<file path="src/logic/fsc_pkg.sv">
// Shared constants for the flash status and configuration readout block
`default_nettype none

package fsc_pkg;

	// ==========================================================
	// Configuration word indices (byte address is four times)
	localparam logic [9:0] IDX_MAKER     = 10'h000;
	localparam logic [9:0] IDX_PART      = 10'h001;
	localparam logic [9:0] IDX_BLKPROT   = 10'h002;
	localparam logic [9:0] IDX_DEVPROT   = 10'h003;
	localparam logic [9:0] IDX_MODE      = 10'h004;
	localparam logic [9:0] IDX_LOCKDIS   = 10'h005;

	// ==========================================================
	// Block-local registers, word indices
	localparam logic [9:0] IDX_STATUS    = 10'h010;
	localparam logic [9:0] IDX_CMD       = 10'h011;
	localparam logic [9:0] IDX_BLKSEL    = 10'h012;
	localparam logic [9:0] IDX_MODEWR    = 10'h013;

	// ==========================================================
	// Status word bit positions
	localparam int unsigned ST_DEVLVL    = 0;
	localparam int unsigned ST_BANK_LO   = 1;
	localparam int unsigned ST_BANK_HI   = 2;
	localparam int unsigned ST_PROTVIOL  = 3;
	localparam int unsigned ST_PROGFAIL  = 4;
	localparam int unsigned ST_ERASEFAIL = 5;
	localparam int unsigned ST_READY     = 7;
	localparam int unsigned ST_PWRSEQ    = 8;

	// ==========================================================
	// Command register bits
	localparam int unsigned CMD_CLR      = 0;
	localparam int unsigned CMD_BLK_WR   = 1;
	localparam int unsigned CMD_BLK_VAL  = 2;
	localparam int unsigned CMD_DEV_WR   = 3;
	localparam int unsigned CMD_DEV_VAL  = 4;
	localparam int unsigned CMD_LOCK_WR  = 5;
	localparam int unsigned CMD_LOCK_VAL = 6;

	// ==========================================================
	// Sticky flag slots
	localparam int unsigned FLG_ERASE    = 0;
	localparam int unsigned FLG_PROG     = 1;
	localparam int unsigned FLG_VIOL     = 2;
	localparam int unsigned FLG_PWR      = 3;
	localparam int unsigned NUM_FLAGS    = 4;

	// ==========================================================
	// Reset values and widths
	localparam logic        DEVPROT_RST  = 1'b0;
	localparam logic        LOCKDIS_RST  = 1'b0;
	localparam logic [15:0] MODE_RST     = 16'h0000;
	localparam logic [31:0] RDATA_RST    = 32'h0000_0000;
	localparam int unsigned HALF_W       = 16;
	localparam int unsigned ADDR_LSB     = 2;

	// ==========================================================
	// Read wait sequencer
	typedef enum logic [1:0]
	{
		RD_IDLE  = 2'b00,
		RD_WAIT  = 2'b01,
		RD_FETCH = 2'b11,
		RD_DONE  = 2'b10
	} fsc_rd_e;

endpackage

`default_nettype wire

</file>
<file path="src/logic/fsc_sticky_flags.sv">
// Sticky event flags where a set beats a simultaneous clear
`timescale 1ns/1ps
`default_nettype none

module fsc_sticky_flags #(
	parameter int unsigned N = 4
) (
	input  wire logic         clk,
	input  wire logic         rst_n,
	input  wire logic [N-1:0] setEv,
	input  wire logic [N-1:0] clrEv,
	output logic      [N-1:0] flags
);

	logic [N-1:0] flags_q;

	generate
		if (N < 1)
		begin : g_chk
			$error("fsc_sticky_flags needs at least one flag");
		end
	endgenerate

	genvar i;
	generate
		for (i = 0; i < N; i++)
		begin : g_flag
			always_ff @(posedge clk)
			begin
				if (!rst_n)
					flags_q[i] <= 1'b0;
				else if (setEv[i])
					flags_q[i] <= 1'b1;
				else if (clrEv[i])
					flags_q[i] <= 1'b0;
			end
		end
	endgenerate

	assign flags = flags_q;

endmodule

`default_nettype wire

</file>
<file path="src/logic/fsc_protect_mem.sv">
// Per-block protection bits with registered read data
`timescale 1ns/1ps
`default_nettype none

module fsc_protect_mem #(
	parameter int unsigned NUM_BLOCKS = 16,
	parameter int unsigned AW         = 4
) (
	input  wire logic          clk,
	input  wire logic          rst_n,
	input  wire logic          we,
	input  wire logic [AW-1:0] addr,
	input  wire logic          wdata,
	output logic               rdata
);

	logic [NUM_BLOCKS-1:0] bits_q;
	logic                  rdata_q;

	generate
		if (NUM_BLOCKS > (1 << AW))
		begin : g_chk
			$error("fsc_protect_mem address too narrow");
		end
	endgenerate

	always_ff @(posedge clk)
	begin
		if (!rst_n)
			bits_q <= '0;
		else if (we && addr < NUM_BLOCKS)
			bits_q[addr] <= wdata;
	end

	// Selects past the last block read zero instead of unknown

	always_ff @(posedge clk)
	begin
		if (!rst_n)
			rdata_q <= 1'b0;
		else
			rdata_q <= (addr < NUM_BLOCKS) ? bits_q[addr] : 1'b0;
	end

	assign rdata = rdata_q;

endmodule

`default_nettype wire

</file>
<file path="src/logic/fsc_status_config.sv">
// Flash status word and configuration readout behind an AHB-Lite slave
//
// How it works
// - Erase retries exhausted sets erase-fail flag
// - Failed block unprotect sets erase-fail flag
// - Fail flags clear only by clear-status or reset
// - Program retries exhausted sets program-fail flag
// - Failed block or device protect sets program-fail
// - Bits two and one give busy bank
// - Bank bits forced zero while ready
// - Wide variant mirrors status into upper half
// - Index zero maker code, one part code
// - Index two returns selected block protection bit
// - Device protect bit blocks protection changes
// - Index four returns mode register contents
// - Index five returns lock disable, reset zero
// - Single-bit reads zero the upper bits
// - Wide variant mirrors configuration into upper half
// - Ready flag high when machine idle
// - Power sequence flag cleared only by reinit or reset
// - Device-level flag with codes marks device cycles
// - Protection violation bit shown beside fail flags
`timescale 1ns/1ps
`default_nettype none

module fsc_status_config #(
	parameter int unsigned DATA_WIDTH    = 16,
	parameter int unsigned NUM_BLOCKS    = 16,
	parameter logic [15:0] MAKER_CODE    = 16'h00a5, // Arbitrary value
	parameter logic [15:0] PART_CODE_X16 = 16'h005a, // Arbitrary value
	parameter logic [15:0] PART_CODE_X32 = 16'h005b  // Arbitrary value
) (
	input  wire logic        clk,
	input  wire logic        rst_n,
	input  wire logic        hsel,
	input  wire logic [31:0] haddr,
	input  wire logic [1:0]  htrans,
	input  wire logic        hwrite,
	input  wire logic [2:0]  hsize,
	input  wire logic [31:0] hwdata,
	input  wire logic        hready,
	output logic      [31:0] hrdata,
	output logic             hreadyout,
	output logic             hresp,
	input  wire logic        wsmBusy,
	input  wire logic [1:0]  wsmBank,
	input  wire logic        wsmDeviceLevel,
	input  wire logic        eraseMaxFail,
	input  wire logic        unprotectFail,
	input  wire logic        programMaxFail,
	input  wire logic        protectFail,
	input  wire logic        protViolation,
	input  wire logic        powerDisrupt,
	input  wire logic        reinitDone,
	output logic             deviceProtect,
	output logic             lockDisable,
	output logic      [15:0] modeSettings
);

	localparam int unsigned BLK_W = (NUM_BLOCKS > 1) ? $clog2(NUM_BLOCKS) : 1;
	localparam int unsigned HW    = fsc_pkg::HALF_W;

	// ==========================================================
	// Elaboration checks
	generate
		if (DATA_WIDTH != 16 && DATA_WIDTH != 32)
		begin : g_chk_width
			$error("DATA_WIDTH must be 16 or 32");
		end
		if (NUM_BLOCKS < 2 || NUM_BLOCKS > 256)
		begin : g_chk_blocks
			$error("NUM_BLOCKS must lie between 2 and 256");
		end
	endgenerate

	// ==========================================================
	// Bus address phase capture
	fsc_pkg::fsc_rd_e rdState_q;
	fsc_pkg::fsc_rd_e rdState_d;
	logic             accept;
	logic             dpValid_q;
	logic             dpWrite_q;
	logic [9:0]       dpIdx_q;
	logic             wrEn;
	logic             wrCmd;
	logic             wrBlkSel;
	logic             wrMode;

	assign accept = hsel & htrans[1] & hready;

	always_ff @(posedge clk)
	begin
		if (!rst_n)
		begin
			dpValid_q <= 1'b0;
			dpWrite_q <= 1'b0;
			dpIdx_q   <= '0;
		end
		else if (hready)
		begin
			dpValid_q <= accept;
			dpWrite_q <= hwrite;
			dpIdx_q   <= haddr[fsc_pkg::ADDR_LSB +: 10];
		end
	end

	// Writes finish in their data phase without waits
	assign wrEn     = dpValid_q & dpWrite_q & hreadyout;
	assign wrCmd    = wrEn & (dpIdx_q == fsc_pkg::IDX_CMD);
	assign wrBlkSel = wrEn & (dpIdx_q == fsc_pkg::IDX_BLKSEL);
	assign wrMode   = wrEn & (dpIdx_q == fsc_pkg::IDX_MODEWR);

	// ==========================================================
	// Read sequencer: two wait cycles so protection memory settles
	always_comb
	begin
		rdState_d = rdState_q;
		unique case (rdState_q)
			fsc_pkg::RD_IDLE,
			fsc_pkg::RD_DONE:
			begin
				if (accept && !hwrite)
					rdState_d = fsc_pkg::RD_WAIT;
				else
					rdState_d = fsc_pkg::RD_IDLE;
			end
			fsc_pkg::RD_WAIT:
				rdState_d = fsc_pkg::RD_FETCH;
			fsc_pkg::RD_FETCH:
				rdState_d = fsc_pkg::RD_DONE;
		endcase
	end

	always_ff @(posedge clk)
	begin
		if (!rst_n)
			rdState_q <= fsc_pkg::RD_IDLE;
		else
			rdState_q <= rdState_d;
	end

	assign hreadyout = (rdState_q == fsc_pkg::RD_IDLE)
	                || (rdState_q == fsc_pkg::RD_DONE);
	assign hresp     = 1'b0;

	// ==========================================================
	// Software-held control state
	logic             clrStatus;
	logic             blkWrReq;
	logic             blkRefused;
	logic             blkWe;
	logic [BLK_W-1:0] blkSel_q;
	logic             devProt_q;
	logic             lockDis_q;
	logic [15:0]      mode_q;
	logic             blkProtRd;

	assign clrStatus  = wrCmd & hwdata[fsc_pkg::CMD_CLR];
	assign blkWrReq   = wrCmd & hwdata[fsc_pkg::CMD_BLK_WR];
	assign blkRefused = blkWrReq & devProt_q;
	assign blkWe      = blkWrReq & ~devProt_q;

	always_ff @(posedge clk)
	begin
		if (!rst_n)
			blkSel_q <= '0;
		else if (wrBlkSel)
			blkSel_q <= hwdata[BLK_W-1:0];
	end

	always_ff @(posedge clk)
	begin
		if (!rst_n)
			devProt_q <= fsc_pkg::DEVPROT_RST;
		else if (wrCmd && hwdata[fsc_pkg::CMD_DEV_WR])
			devProt_q <= hwdata[fsc_pkg::CMD_DEV_VAL];
	end

	always_ff @(posedge clk)
	begin
		if (!rst_n)
			lockDis_q <= fsc_pkg::LOCKDIS_RST;
		else if (wrCmd && hwdata[fsc_pkg::CMD_LOCK_WR])
			lockDis_q <= hwdata[fsc_pkg::CMD_LOCK_VAL];
	end

	always_ff @(posedge clk)
	begin
		if (!rst_n)
			mode_q <= fsc_pkg::MODE_RST;
		else if (wrMode)
			mode_q <= hwdata[HW-1:0];
	end

	assign deviceProtect = devProt_q;
	assign lockDisable   = lockDis_q;
	assign modeSettings  = mode_q;

	// ==========================================================
	// Protection bit store
	fsc_protect_mem #(
		.NUM_BLOCKS (NUM_BLOCKS),
		.AW         (BLK_W)
	) u_protect_mem (
		.clk   (clk),
		.rst_n (rst_n),
		.we    (blkWe),
		.addr  (blkSel_q),
		.wdata (hwdata[fsc_pkg::CMD_BLK_VAL]),
		.rdata (blkProtRd)
	);

	// ==========================================================
	// Sticky status flags
	logic [fsc_pkg::NUM_FLAGS-1:0] flagSet;
	logic [fsc_pkg::NUM_FLAGS-1:0] flagClr;
	logic [fsc_pkg::NUM_FLAGS-1:0] flags;

	always_comb
	begin
		flagSet = '0;
		flagClr = '0;
		flagSet[fsc_pkg::FLG_ERASE] = eraseMaxFail | unprotectFail;
		flagSet[fsc_pkg::FLG_PROG]  = programMaxFail | protectFail;
		flagSet[fsc_pkg::FLG_VIOL]  = protViolation | blkRefused;
		flagSet[fsc_pkg::FLG_PWR]   = powerDisrupt;
		flagClr[fsc_pkg::FLG_ERASE] = clrStatus;
		flagClr[fsc_pkg::FLG_PROG]  = clrStatus;
		flagClr[fsc_pkg::FLG_VIOL]  = clrStatus;
		flagClr[fsc_pkg::FLG_PWR]   = reinitDone;
	end

	fsc_sticky_flags #(
		.N (fsc_pkg::NUM_FLAGS)
	) u_flags (
		.clk   (clk),
		.rst_n (rst_n),
		.setEv (flagSet),
		.clrEv (flagClr),
		.flags (flags)
	);

	// ==========================================================
	// Status word assembly
	logic [15:0] status16;

	always_comb
	begin
		status16 = '0;
		status16[fsc_pkg::ST_READY]     = ~wsmBusy;
		status16[fsc_pkg::ST_PWRSEQ]    = flags[fsc_pkg::FLG_PWR];
		status16[fsc_pkg::ST_ERASEFAIL] = flags[fsc_pkg::FLG_ERASE];
		status16[fsc_pkg::ST_PROGFAIL]  = flags[fsc_pkg::FLG_PROG];
		status16[fsc_pkg::ST_PROTVIOL]  = flags[fsc_pkg::FLG_VIOL];
		if (wsmBusy)
		begin
			status16[fsc_pkg::ST_BANK_LO] = wsmBank[1];
			status16[fsc_pkg::ST_BANK_HI] = wsmBank[0];
			status16[fsc_pkg::ST_DEVLVL]  = wsmDeviceLevel;
		end
		// Ready leaves bank and device-level bits at zero
	end

	// ==========================================================
	// Read data selection
	logic [15:0] rdHalf;
	logic        isStatus;
	logic [31:0] rdWord;

	always_comb
	begin
		rdHalf   = '0;
		isStatus = 1'b0;
		unique case (dpIdx_q)
			fsc_pkg::IDX_MAKER:
				rdHalf = MAKER_CODE;
			fsc_pkg::IDX_PART:
				rdHalf = (DATA_WIDTH == 32) ? PART_CODE_X32 : PART_CODE_X16;
			fsc_pkg::IDX_BLKPROT:
				rdHalf[0] = blkProtRd;
			fsc_pkg::IDX_DEVPROT:
				rdHalf[0] = devProt_q;
			fsc_pkg::IDX_MODE:
				rdHalf = mode_q;
			fsc_pkg::IDX_LOCKDIS:
				rdHalf[0] = lockDis_q;
			fsc_pkg::IDX_STATUS:
			begin
				rdHalf   = status16;
				isStatus = 1'b1;
			end
			fsc_pkg::IDX_BLKSEL:
				rdHalf[BLK_W-1:0] = blkSel_q;
			fsc_pkg::IDX_MODEWR:
				rdHalf = mode_q;
			default:
				rdHalf = '0;
		endcase
	end

	always_comb
	begin
		rdWord = {16'h0000, rdHalf};
		if (DATA_WIDTH == 32)
		begin
			rdWord = {rdHalf, rdHalf};
		end
		if (isStatus && DATA_WIDTH == 32)
			rdWord = {status16, status16};
	end

	// ==========================================================
	// Registered read data
	logic [31:0] hrdata_q;

	always_ff @(posedge clk)
	begin
		if (!rst_n)
			hrdata_q <= fsc_pkg::RDATA_RST;
		else if (rdState_q == fsc_pkg::RD_FETCH)
			hrdata_q <= rdWord;
	end

	assign hrdata = hrdata_q;

	// Size is not checked: every transfer is served as a whole word
	logic unusedBits;
	assign unusedBits = ^{hsize, haddr[31:12], haddr[1:0]};

endmodule

`default_nettype wire

</file>
<file path="config.mk">
export PLATFORM = sky130hd
export DESIGN_NAME = fsc_status_config
export DESIGN_NICKNAME = d
export VERILOG_FILES = /design/src/logic/fsc_pkg.sv /design/src/logic/fsc_sticky_flags.sv /design/src/logic/fsc_protect_mem.sv /design/src/logic/fsc_status_config.sv
export SDC_FILE = /design/constraint.sdc
export NUM_CORES = 1
export LEC_CHECK = 0
export BUFFER_PORTS_ARGS = -buffer_cell sky130_fd_sc_hd__buf_2
export CAP_MARGIN = 20
export CORE_AREA = 2 2 92 94
export CTS_CLUSTER_DIAMETER = 50
export DETAILED_ROUTE_END_ITERATION = 8
export DIE_AREA = 0 0 94 96
export HOLD_SLACK_MARGIN = 0.12
export PLACE_DENSITY = 0.75
export SETUP_SLACK_MARGIN = 0.02
export SLEW_MARGIN = 20
export SYNTH_ARGS = -nofsm -noshare
export SYNTH_HDL_FRONTEND = slang
export SYNTH_SLANG_ARGS = --single-unit
</file>
<file path="constraint.sdc">
create_clock -name clk -period 2.18 [get_ports clk]
set_input_delay 0.436 -clock clk [delete_from_list [all_inputs] [get_ports clk]]
set_output_delay 0.436 -clock clk [all_outputs]
set_load 0.05 [all_outputs]
</file>
[Yosys cells after proc, flatten, opt, wreduce, memory -nomap -nowiden]
Index checks and enable logic that the tools add are counted.
Word-level totals
  logic and storage cells: 76
  bits of input ports: 85
  memories: 0
  RAM bits: 0
  output and inout port bits: 52
  latch bits: 0
  memory bits (read-only): 0
  register bits: 73
Cells by class
  mux-type cells: 17
  bitwise logic cells: 16
  divide/modulo/power cells: 0
  order comparisons: 2
  equality and inequality tests: 12
  reduce and logical (&&, ||, !) cells: 14
  shift operators: 0
  multipliers: 0
  add/sub/neg operators: 0
Operators with widths (number)
  12-bit one-hot mux with 4 select lines: 1
  10-bit by 5-bit == test with 1-bit output (second input constant): 4
  10-bit by 2-bit == test with 1-bit output (second input constant): 2
  10-bit by 3-bit == test with 1-bit output (second input constant): 2
  16-bit bitwise mux: 1
  3-bit one-hot mux with 5 select lines: 1
  1-bit AND: 11
  10-bit by 1-bit == test with 1-bit output (second input constant): 1
  10-bit zero test: 1
  1-bit 2-to-1 mux: 9
  2-bit nonzero test: 4
  1-bit one-hot mux with 7 select lines: 1
  2-bit one-hot mux with 3 select lines: 1
  4-bit by 5-bit < comparator with 1-bit output (second input constant): 1
  1-bit binary-select mux with 4-bit select: 1
  1-bit demux with 4-bit select: 1
  2-bit == test (second input constant): 2
  4-bit by 1-bit >= comparator with 1-bit output (second input constant): 1
  1-bit logical AND: 4
  2-bit OR reduction: 2
  3-bit 2-to-1 mux: 1
  1-bit bitwise OR: 3
  2-bit by 1-bit == test with 1-bit output (second input constant): 1
  2-bit zero test: 1
  other kinds (3): 4

[Logic depth before layout (Yosys ltp)]
Gate-level depths: netlist of the first run.
  depth in word-level cells: 8
  mapped depth: 6
  mapped depth without buffers: 4

[Modules after synthesis]
From an unflattened synthesis of the first run, not the netlist that was laid out.
Second synthesis, totals
  cell total of the unflattened synthesis: 370
  area total of the unflattened synthesis: 3483.3 um^2
By module, submodules not included
  fsc_status_config: instances 1, cells an instance 254, area each 2414.8 um^2, sequential area each 1041.0 um^2
  fsc_protect_mem: instances 1, cells an instance 104, area each 903.4 um^2, sequential area each 340.3 um^2
  fsc_sticky_flags: instances 1, cells an instance 12, area each 165.2 um^2, sequential area each 80.1 um^2

[Worst setup path after synthesis of the first run]
OpenSTA, ideal clock, no wires.
  path kind: flip-flop to flip-flop
  from: register dpIdx_q[5]
  to: register mode_q[7] (netlist: modeSettings[7])
  period minus slack after synthesis: 2.070 ns
  setup time: 0.128 ns
  data required time: 2.052 ns
  slack: 0.110 ns
  buffers on the path: 2
  arrival: 1.942 ns
  stages on the path, launching flop included: 7
  cells stage by stage: dfxtp_1 > or4_4 > buf_6 > nor4_4 > buf_8 > mux2i_1 > nor2_1
On the way
  word-level cells in the longest chain between the ends: 2
RTL lines
  start: declaration: RTL line fsc_status_config.sv:83  | logic [9:0] dpIdx_q;
  start signal: assignment: RTL line fsc_status_config.sv:103  | dpIdx_q <= haddr[fsc_pkg::ADDR_LSB +: 10];
  10-bit by 5-bit == test with 1-bit output: RTL line fsc_status_config.sv:111  | assign wrMode = wrEn & (dpIdx_q == fsc_pkg::IDX_MODEWR);
  1-bit AND: RTL line fsc_status_config.sv:111
  end signal: assignment: RTL line fsc_status_config.sv:190  | mode_q <= fsc_pkg::MODE_RST;
  end signal: assignment: RTL line fsc_status_config.sv:192  | mode_q <= hwdata[HW-1:0];
  end: declaration: RTL line fsc_status_config.sv:155  | logic [15:0] mode_q;
Every way passes these cells.
A chain may end at the register's enable or synchronous reset.

[Worst setup path after layout of the first run]
  from: register blkSel_q[0]
  to: register u_protect_mem.rdata_q (netlist: u_protect_mem.rdata)
On the way
  word-level cells in the longest chain between the ends: 2
RTL lines
  start: declaration: RTL line fsc_status_config.sv:152  | logic [BLK_W-1:0] blkSel_q;
  start signal: assignment: RTL line fsc_status_config.sv:168  | blkSel_q <= hwdata[BLK_W-1:0];
  1-bit binary-select mux with 4-bit select: RTL line fsc_protect_mem.sv:42  | rdata_q <= (addr < NUM_BLOCKS) ? bits_q[addr] : 1'b0;
  1-bit 2-to-1 mux (not written as such): RTL line fsc_protect_mem.sv:42
  end signal: assignment: RTL line fsc_protect_mem.sv:42
  end: declaration: RTL line fsc_protect_mem.sv:18  | logic rdata_q;
Every way passes these cells. The select of a mux whose other input is x is not followed.

==> impl_metrics.toml, run 1 <==
[layout]
syn_to_final_growth_pct = 17.9
drive_gt1_frac = 0.276
mostFrequentLayoutCell = "buf_2"
fin_area_sq_um = 4070
fill_cells = 777
nets = 531
antenna_cells = 0
mostFrequentLayoutCells = "buf_2 (77), dfxtp_1 (73), mux2i_1 (50)"

[yosys]
postSynth.asyncResetShare = 0
yosysWarnings = 0
synth-seq-area-share = 0.423
synth-seq-cells = 73
avgSynthCellArea_sq_um = 9.31
syn-cell-area_sq_um = 3450
synth_cell_types = 53
yosys_most_used_dff = "dfxtp_1"
netlist_instances = 371
synth_edf_count = 0

[min_path]
min_path_type = "primary input to register"
worstHoldStart = "powerDisrupt"
hold-path-endpoint = "u_flags.flags[3]$_SDFFE_PN0P_"
whs_path_depth = 3

[place]
post-place-ws_ps = 209
place_congestion = 0.871
dp_hpwl_mm = 6.03
post_dp_cell_area_sq_um = 3910
io_buffers = 77

[die]
core_sq_um = 8050
die-area_sq_um = 9020
die_h_um = 96
io_pins = 137
rows = 33
start_util = 0.429
die_width_um = 94

[detailed_routing]
routedWlPerCell_um = 14.7
via_per_inst = 5.29
drtIter0Drc = 185
vias = 2937
dr.pass1.iters = 4
drtAntennaViolNets = 0
drc = 0
wl_mm = 8.16

[power]
power_w = 0.00256
combPwrFrac = 0.116
clkPwrFrac = 0.349
seqPwrFrac = 0.534
power_density_nw_per_um2 = 628
p_int_w = 0.00188
switching_share = 0.264
peakVddDrop_mv = 0.284
p_sw_w = 0.000674
power_leakage_nw = 1.83

[sta]
fin_crit_sh = 0.887
fin_skew_ps = 5.59
fmax_mhz = 517
finalHoldViolCount = 0
maxSlewViolCount = 0
setup_tns_ps = 0
period_minus_slack_ps = 1930
worstMarginPinSlew_ps = 584
hold_slack_ps = 298
slew_headroom = 0.607
setup_violations = 0
rsz0062_at_grt = "no"
fin_ws_ps = 247

[clocking]
tritoncts = "yes"
cts-root-buf = "clkbuf_8"
cts_hold_buf = 0
clk_path_buf_depth = 2
clkTransAtPathRegs_ps = 70
worst_skew_pair.late_latency_ps = 340
cts_buffers = 9
cts.sinks = 73
cts_max_level = 3

[setup_path]
cp-start-kind = "register"
end_kind = "register"
worstPathArrival_ps = 2170
r2r_end = "u_protect_mem.rdata$_SDFF_PN0_"
rr_startpoint = "blkSel_q[0]$_SDFFE_PN0P_"
reg2reg_depth = 3
path_class = "register to register"
r2r_slack_ps = 250
cp-startpoint = "blkSel_q[0]$_SDFFE_PN0P_"
cp_max_fo = 11
cp.required_ps = 2420

[global_routing]
grt_pass1_vias = 2752
grt_overflow = 0
antenna_found_initial = 0
grt_pass1_wl_mm = 13.4
grt_max_degree = 30
grt_use_total = 0.191

[flow_run]
drv_cap = 0

[outcome]
status = "complete, no violations"
==> synth_stat cells, types with 6 or more instances <==
master	number	area share
nand2_1	36	0.039
clkbuf_1	21	0.023
nand4b_1	6	0.015
buf_4	17	0.037
nor2b_1	6	0.011
a22oi_1	13	0.028
nand3_1	18	0.026
o21ai_0	11	0.016
nor2_1	44	0.048
mux2i_1	50	0.14
a21oi_1	6	0.0087
dfxtp_1	73	0.42
==> per-stage QoR <==
stage	std cells	utilization
CTS	555	0.505
global placement	540	0.485
global route	555	0.506
floorplan	387	-
detailed placement	540	0.485
finish	555	0.506
==> power by group through the flow <==
stage	logic (W)	registers, W	clock network, W
floorplan	0.000229	0.00140	0
global placement	0.000293	0.00139	0
detailed placement	0.000296	0.00140	0
CTS	0.000297	0.00136	0.000920
global route	0.000323	0.00137	0.000978
finish	0.000298	0.00136	0.000893
==> flip-flops by register name, summed over array words and instances (netlist names) <==
signal	cells
u_protect_mem.rdata	1
dpWrite_q	1
deviceProtect	1
blkSel_q	4
hrdata	16
modeSettings	16
u_flags.flags	4
rdState_q	2
u_protect_mem.bits_q	16
dpValid_q	1
dpIdx_q	10
lockDisable	1
==> worst max-delay path, cell delays in order (launching register included) <==
cell and delay (ps):
dfxtp_1 620, mux4_2 580, mux4_2 470, and2_1 160
==> layer usage <==
layer	vias to the layer above	global-route usage	wire length (um)
li1	1432	-	-
met1	1387	0.265	3820
met2	108	0.283	3540
met3	10	0.0525	676
met4	0	0.0688	127
met5	-	0	0
==> how the worst max path moves through the flow <==
stage	end	slack [ps]	cells past startpoint
2_1_floorplan	modeSettings[7]$_SDFFE_PN0P_	110	6
3_3_place_gp	hrdata[7]$_SDFFE_PN0N_	230	4
3_5_place_dp	hrdata[7]$_SDFFE_PN0N_	210	4
4_1_cts	hrdata[7]$_SDFFE_PN0N_	160	4
5_1_grt	modeSettings[5]$_SDFFE_PN0P_	160	5
6_report	u_protect_mem.rdata$_SDFF_PN0_	250	3
==> cell families after synthesis <==
group / Yosys count / share of synthesized area
compound gates: 49 / 0.101
fa+ha+maj: 1 / 0.00290
buf+inv: 48 / 0.0768
flops: 73 / 0.423
mux: 56 / 0.181
other cells: 1 / 0.00109
simple gates: 143 / 0.214
==> final cells by class <==
cell class / count / area, sq um / area share
clock buffer: 11 / 141 / 0.0347
clock inverter: 4 / 20.0 / 0.00492
inverter: 5 / 18.8 / 0.00461
sequential: 73 / 1460 / 0.359
timing repair buffer: 91 / 503 / 0.124
multi-input combinational: 266 / 1800 / 0.441
tap: 105 / 131 / 0.0323
==> repair_timing <==
item | in CTS | in global routing
buffers inserted | 0 | 0
resized for setup | 0 | 1
setup endpoints to repair | 0 | 1
Power figures use the tool's default switching activity.
==> run 2, diff against run 1 <==
Settings changed: CAP_MARGIN 20 to 10, CTS_CLUSTER_SIZE set to 30, PLACE_DENSITY 0.75 to 0.76, SYNTH_HIERARCHICAL set to 1.
==> run 2 against run 1 <==
Against the previous run: the run now ends with setup timing left; die area is the same; total power increased by 7.2%; count of clock-buffer cells in the layout decreased by 1; clock power is 20% higher; synthesized area up 0.87%; largest cell class unchanged; highest routed layer unchanged.
==> impl_metrics.toml, run 2 <==
[layout]
seqCellArea_sq_um = 1460
antenna_cells = 0
mostFrequentLayoutCell = "buf_2"
mostFrequentLayoutCells = "buf_2 (77), dfxtp_1 (73), nor2_1 (43)"
multi_input_area_sq_um = 1900
drive_gt1_frac = 0.322
syn_to_final_growth_pct = 24.7
nets = 552
fill_cells = 739
final_core_util = 0.539

[die]
io_pins = 137
die-area_sq_um = 9020
rows = 33
die_h_um = 96
start_util = 0.433
core_sq_um = 8050
die_width_um = 94

[clocking]
cts-root-buf = "clkbuf_8"
cts_max_level = 3
clk_path_buf_depth = 2
tritoncts = "yes"
cts_hold_buf = 0
clkTransAtPathRegs_ps = 80
cts.sinks = 73
worst_skew_pair.late_latency_ps = 350
cts_buffers = 9

[sta]
worstMarginPinSlew_ps = 544
fin_crit_sh = 1.04
fin_skew_ps = 8.20
period_minus_slack_ps = 2270
setup_violations = 13
fin_ws_ps = -89.9
hold_slack_ps = 288
rsz0062_at_grt = "yes"
finalHoldViolCount = 0
maxSlewViolCount = 0
slew_headroom = 0.628
fmax_mhz = 441

[yosys]
synth_cell_types = 58
synth_common_cells = "dfxtp_1 (73), nor2_1 (47), mux2i_1 (40), nand2_1 (21), o21ai_0 (20)"
synth-seq-cells = 73
avgSynthCellArea_sq_um = 9.41
synth_top_area_frac = 0.420
netlist_instances = 370
postSynth.asyncResetShare = 0
ys_top_cells_by_area = "dfxtp_1 (42%), mux2i_1 (11%), nor2_1 (5.1%)"
yosys_most_used_dff = "dfxtp_1"
yosysTopAreaCell = "dfxtp_1"
synth_edf_count = 0
yosysMostFrequentCell = "dfxtp_1"
syn-cell-area_sq_um = 3480
yosysWarnings = 6
synth-seq-area-share = 0.420

[setup_path]
r2r_slack_ps = -90
critPathMaxStageDelay_ps = 570
r2r_end = "u_protect_mem/bits_q[12]$_SDFFE_PN0P_"
reg2reg_depth = 8
slowest_stage = "or4_4"
end_kind = "register"
worstPathArrival_ps = 2520
rr_startpoint = "dpIdx_q[6]$_SDFFE_PN0P_"
cp.required_ps = 2430
cp-start-kind = "register"
critical_path_buf_inv_count = 0
path_class = "register to register"
critPathTopFamily = "simple AND/OR/NAND/NOR gates"
worstPathCellList = "or4_4 -> nor4_4 -> nand2_1 -> nor2_4 -> nor3b_4 -> nand3_1 -> mux2i_1 -> nor2b_1"
cp_max_fo = 4

[detailed_routing]
drtIter0Drc = 143
via_per_inst = 5.34
drc = 0
routedWlPerCell_um = 15.5
wl_mm = 8.92
dr.pass1.iters = 4
drtAntennaViolNets = 0
vias = 3084

[min_path]
hold-path-endpoint = "u_flags/flags[3]$_SDFFE_PN0P_"
whs_path_depth = 2
min_path_type = "primary input to register"
worstHoldStart = "powerDisrupt"

[global_routing]
grt_overflow = 0
grt_use_total = 0.209
grt_max_degree = 33
antenna_found_initial = 0
grt_pass1_wl_mm = 14.7
grt_pass1_vias = 3030

[place]
place_congestion = 0.951
dp_hpwl_mm = 6.51
post-place-ws_ps = -131
io_buffers = 77

[power]
peakVddDrop_mv = 0.336
power_density_nw_per_um2 = 631
power_leakage_nw = 1.81

[outcome]
violations = "setup timing"
status = "finished with violations"

[flow_run]
drv_cap = 0
run 2: changes by cell type after synthesis, sizes merged, moves of 9 or more:
cell | previous run | this run
a21boi | 2 | 13
a22oi | 13 | 1
mux2i | 50 | 40
nand2 | 36 | 21
o21ai | 11 | 20
run 2: how the worst max path moves through the flow:
stage                            startpoint                                    end  slack (ps)  cells past startpoint
floorplan           dpIdx_q[3]$_SDFFE_PN0P_   u_protect_mem/bits_q[1]$_SDFFE_PN0P_         -40                      9
global placement    dpIdx_q[3]$_SDFFE_PN0P_   u_protect_mem/bits_q[8]$_SDFFE_PN0P_         -80                      8
detailed placement  dpIdx_q[3]$_SDFFE_PN0P_   u_protect_mem/bits_q[5]$_SDFFE_PN0P_        -130                      9
CTS                 dpIdx_q[1]$_SDFFE_PN0P_  u_protect_mem/bits_q[12]$_SDFFE_PN0P_         -40                      8
global route        dpIdx_q[6]$_SDFFE_PN0P_   u_protect_mem/bits_q[4]$_SDFFE_PN0P_        -240                      8
finish              dpIdx_q[6]$_SDFFE_PN0P_  u_protect_mem/bits_q[12]$_SDFFE_PN0P_         -90                      8
run 2: logic make-up (layout without fill, tap and decap cells):
group | after synthesis | in the layout | synth area share
AO/OA/AOI/OAI | 74 | 74 | 0.156
AND/OR/NAND/NOR | 136 | 136 | 0.220
flip-flops | 73 | 73 | 0.420
other | 1 | 17 | 0.00108
buffers and inverters | 43 | 129 | 0.0729
multiplexers | 43 | 43 | 0.131
run 2: cell type report:
type | instances | share of cell area
Timing Repair Buffer | 107 | 0.146
Clock buffer | 10 | 0.0294
Clock inverter | 6 | 0.0156
Multi-Input combinational cell | 270 | 0.437
Sequential cell | 73 | 0.337
Inverter | 6 | 0.00519
Tap cell | 105 | 0.0303
run 2: worst register-to-register path, cell delays in order (launching register included):
cell and delay [ps]:
dfxtp_1 320, or4_4 580, nor4_4 310, nand2_1 140, nor2_4 180, nor3b_4 290
nand3_1 130, mux2i_1 180, nor2b_1 60
run 2: timing repair:
item	CTS	global route
setup buffers	1	2
pin swaps	4	7
endpoints found under the setup margin	20	16
gates resized for setup	12	13
run 2: where the power goes:
group | switching, W | internal, W | total, W
Sequential | 0.0000128 | 0.00135 | 0.00136
Combinational | 0.000198 | 0.000111 | 0.000308
Clock | 0.000533 | 0.000533 | 0.00107
run 2: routing by layer:
metal  up-vias  global-route usage  share of wire
met5         -                   0              0
met2       120               0.354           0.48
met1      1447               0.255           0.43
met4         0              0.0870          0.025
li1       1498                   -              -
met3        19              0.0525          0.066
run 2: metrics by stage:
stage / TNS, ps / instances / power, W / cell area (sq um)
global route: -2610 / 577 / 0.00283 / 4340
floorplan: -144 / 386 / 0.00161 / 3590
CTS: -95.2 / 575 / 0.00275 / 4310
detailed placement: -1310 / 558 / 0.00169 / 4090
finish: -562 / 577 / 0.00274 / 4340
global placement: -314 / 558 / 0.00169 / 4090
==> run 3, diff against run 2 <==
Settings changed: CORE_AREA 2 2 92 94 to 5 5 95 97, DIE_AREA 0 0 94 96 to 0 0 100 102, PLACE_DENSITY 0.76 to 0.73.
==> run 3 against run 2 <==
Against the previous run: the flow still finishes with violations (setup timing); die area grew 13%; clock power grew 4%; via count shrank 2.1%; sequential power is essentially flat; worst setup slack gained 15 ps; core utilization grew 0.37 points; non-clock buffer count shrank 3; fmax grew 0.68%; critical path type unchanged; critical endpoint is now u_protect_mem/bits_q[8]$_SDFFE_PN0P_.
==> impl_metrics.toml, run 3 (synthesis gave the netlist of run 2 again) <==
[setup_path]
slowest_stage = "or4_4"
worstPathCellList = "or4_4 -> nor4_4 -> nand2_1 -> nor2_4 -> nor3b_4 -> nand3b_1 -> mux2i_1 -> nor2b_1"
r2r_end = "u_protect_mem/bits_q[8]$_SDFFE_PN0P_"
crit_end = "u_protect_mem/bits_q[8]$_SDFFE_PN0P_"
cp-startpoint = "dpIdx_q[3]$_SDFFE_PN0P_"
reg2reg_depth = 8
worstPathArrival_ps = 2490
critPathMaxStageDelay_ps = 550
cp_max_fo = 4
end_kind = "register"
cp.required_ps = 2420
rr_startpoint = "dpIdx_q[3]$_SDFFE_PN0P_"
cp_num_cells = 8
critPathTopFamily = "simple AND/OR/NAND/NOR gates"
r2r_slack_ps = -70
cp-start-kind = "register"
path_class = "register to register"
critical_path_buf_inv_count = 0

[detailed_routing]
vias = 3019
routedWlPerCell_um = 15.5
dr.pass1.iters = 4
drtAntennaViolNets = 0
drc = 0
via_per_inst = 5.26
drtIter0Drc = 145
wl_mm = 8.90

[clocking]
tritoncts = "yes"
cts.sinks = 73
cts_buffers = 9
cts_hold_buf = 0
cts-root-buf = "clkbuf_8"
cts_max_level = 3
clk_path_buf_depth = 2
worst_skew_pair.late_latency_ps = 350
clkTransAtPathRegs_ps = 80

[global_routing]
grt_pass1_wl_mm = 14.5
grt_max_degree = 36
grt_overflow = 0
grt_pass1_vias = 3046
grt_use_total = 0.178
antenna_found_initial = 0

[min_path]
worstHoldStart = "powerDisrupt"
min_path_type = "primary input to register"

[sta]
finalHoldViolCount = 0
period_minus_slack_ps = 2250
fin_skew_ps = 11.7
fin_crit_sh = 1.03
maxSlewViolCount = 0
worstMarginPinSlew_ps = 690
slew_headroom = 0.539
fin_ws_ps = -74.5
setup_violations = 6
rsz0062_at_grt = "yes"
fmax_mhz = 444

[place]
place_congestion = 0.900
dp_hpwl_mm = 6.53
io_buffers = 77
post_dp_cell_area_sq_um = 4070

[layout]
antenna_cells = 0
syn_to_final_growth_pct = 25.5
fin_area_sq_um = 4370
drive_gt1_frac = 0.335
mostFrequentLayoutCell = "buf_2"
mostFrequentLayoutCells = "buf_2 (77), dfxtp_1 (72), mux2i_1 (40)"
fill_cells = 745
final_core_util = 0.543
nets = 549

[power]
power_density_nw_per_um2 = 634
power_leakage_nw = 1.82
peakVddDrop_mv = 0.503

[die]
io_pins = 137
start_util = 0.433
die_h_um = 102
rows = 33
die_width_um = 100
die-area_sq_um = 10200
core_sq_um = 8050

[outcome]
status = "finished with violations"
violations = "setup timing"

[flow_run]
drv_cap = 0
## run 3: changes by cell type in the layout (fill, tap and decap cells not counted), moves of 2 or more
cell,previous run,this run
nor2_4,2,6
o21ai_0,15,11
buf_4,26,23
clkinv_4,1,3
nor2_1,43,37
o21ai_1,5,9
clkinvlp_4,2,0
nor2_2,2,4
## run 3: repair_timing
item | CTS | global route
pin swaps | 3 | 18
buffers inserted | 2 | 1
cloned | 0 | 0
endpoints found under the setup margin | 20 | 17
resized for setup | 17 | 24
## run 3: through the flow
stage / setup TNS, ps / worst slack [ps] / cells / hold slack [ps] / power [W]
3_5_place_dp: -566 / -114 / 555 / 446 / 0.00169
4_1_cts: -224 / -70.9 / 573 / 281 / 0.00281
6_report: -259 / -74.5 / 574 / 295 / 0.00277
5_1_grt: -1460 / -167 / 574 / 278 / 0.00290
3_3_place_gp: -376 / -94.7 / 555 / 445 / 0.00169
2_1_floorplan: -144 / -38.3 / 386 / 441 / 0.00161
## run 3: layout make-up
cell class,instances,area (sq um),share of cell area
Sequential cell,73,1460,0.334
Inverter,6,22.5,0.00515
Clock inverter,6,73.8,0.0169
Multi-Input combinational cell,270,1930,0.442
Clock buffer,10,138,0.0315
Timing Repair Buffer,104,612,0.140
Tap cell,105,131,0.0300
## run 3: worst min path at each step
| stage | endpoint | slack (ps) | cells after the start |
|---|---|---|---|
| floorplan | u_protect_mem/bits_q[0]$_SDFFE_PN0P_ | 440 | 2 |
| global placement | hrdata[1]$_SDFFE_PN0N_ | 440 | 2 |
| detailed placement | hrdata[1]$_SDFFE_PN0N_ | 450 | 2 |
| CTS | u_flags/flags[3]$_SDFFE_PN0P_ | 280 | 2 |
| global route | u_flags/flags[3]$_SDFFE_PN0P_ | 280 | 2 |
| finish | u_flags/flags[3]$_SDFFE_PN0P_ | 300 | 2 |
## run 3: power by group
part / internal, W / total, W / switching [W]
combinational: 0.000109 / 0.000302 / 0.000193
clock: 0.000574 / 0.00111 / 0.000535
sequential: 0.00135 / 0.00136 / 0.0000126
total: 0.00203 / 0.00277 / 0.000741
## run 3: layer usage
metal / part of all wire / global-route usage / vias up
li1: - / - / 1484
met2: 0.48 / 0.304 / 109
met3: 0.080 / 0.0669 / 15
met5: 0 / 0 / -
met4: 0.014 / 0.0508 / 0
met1: 0.43 / 0.209 / 1411
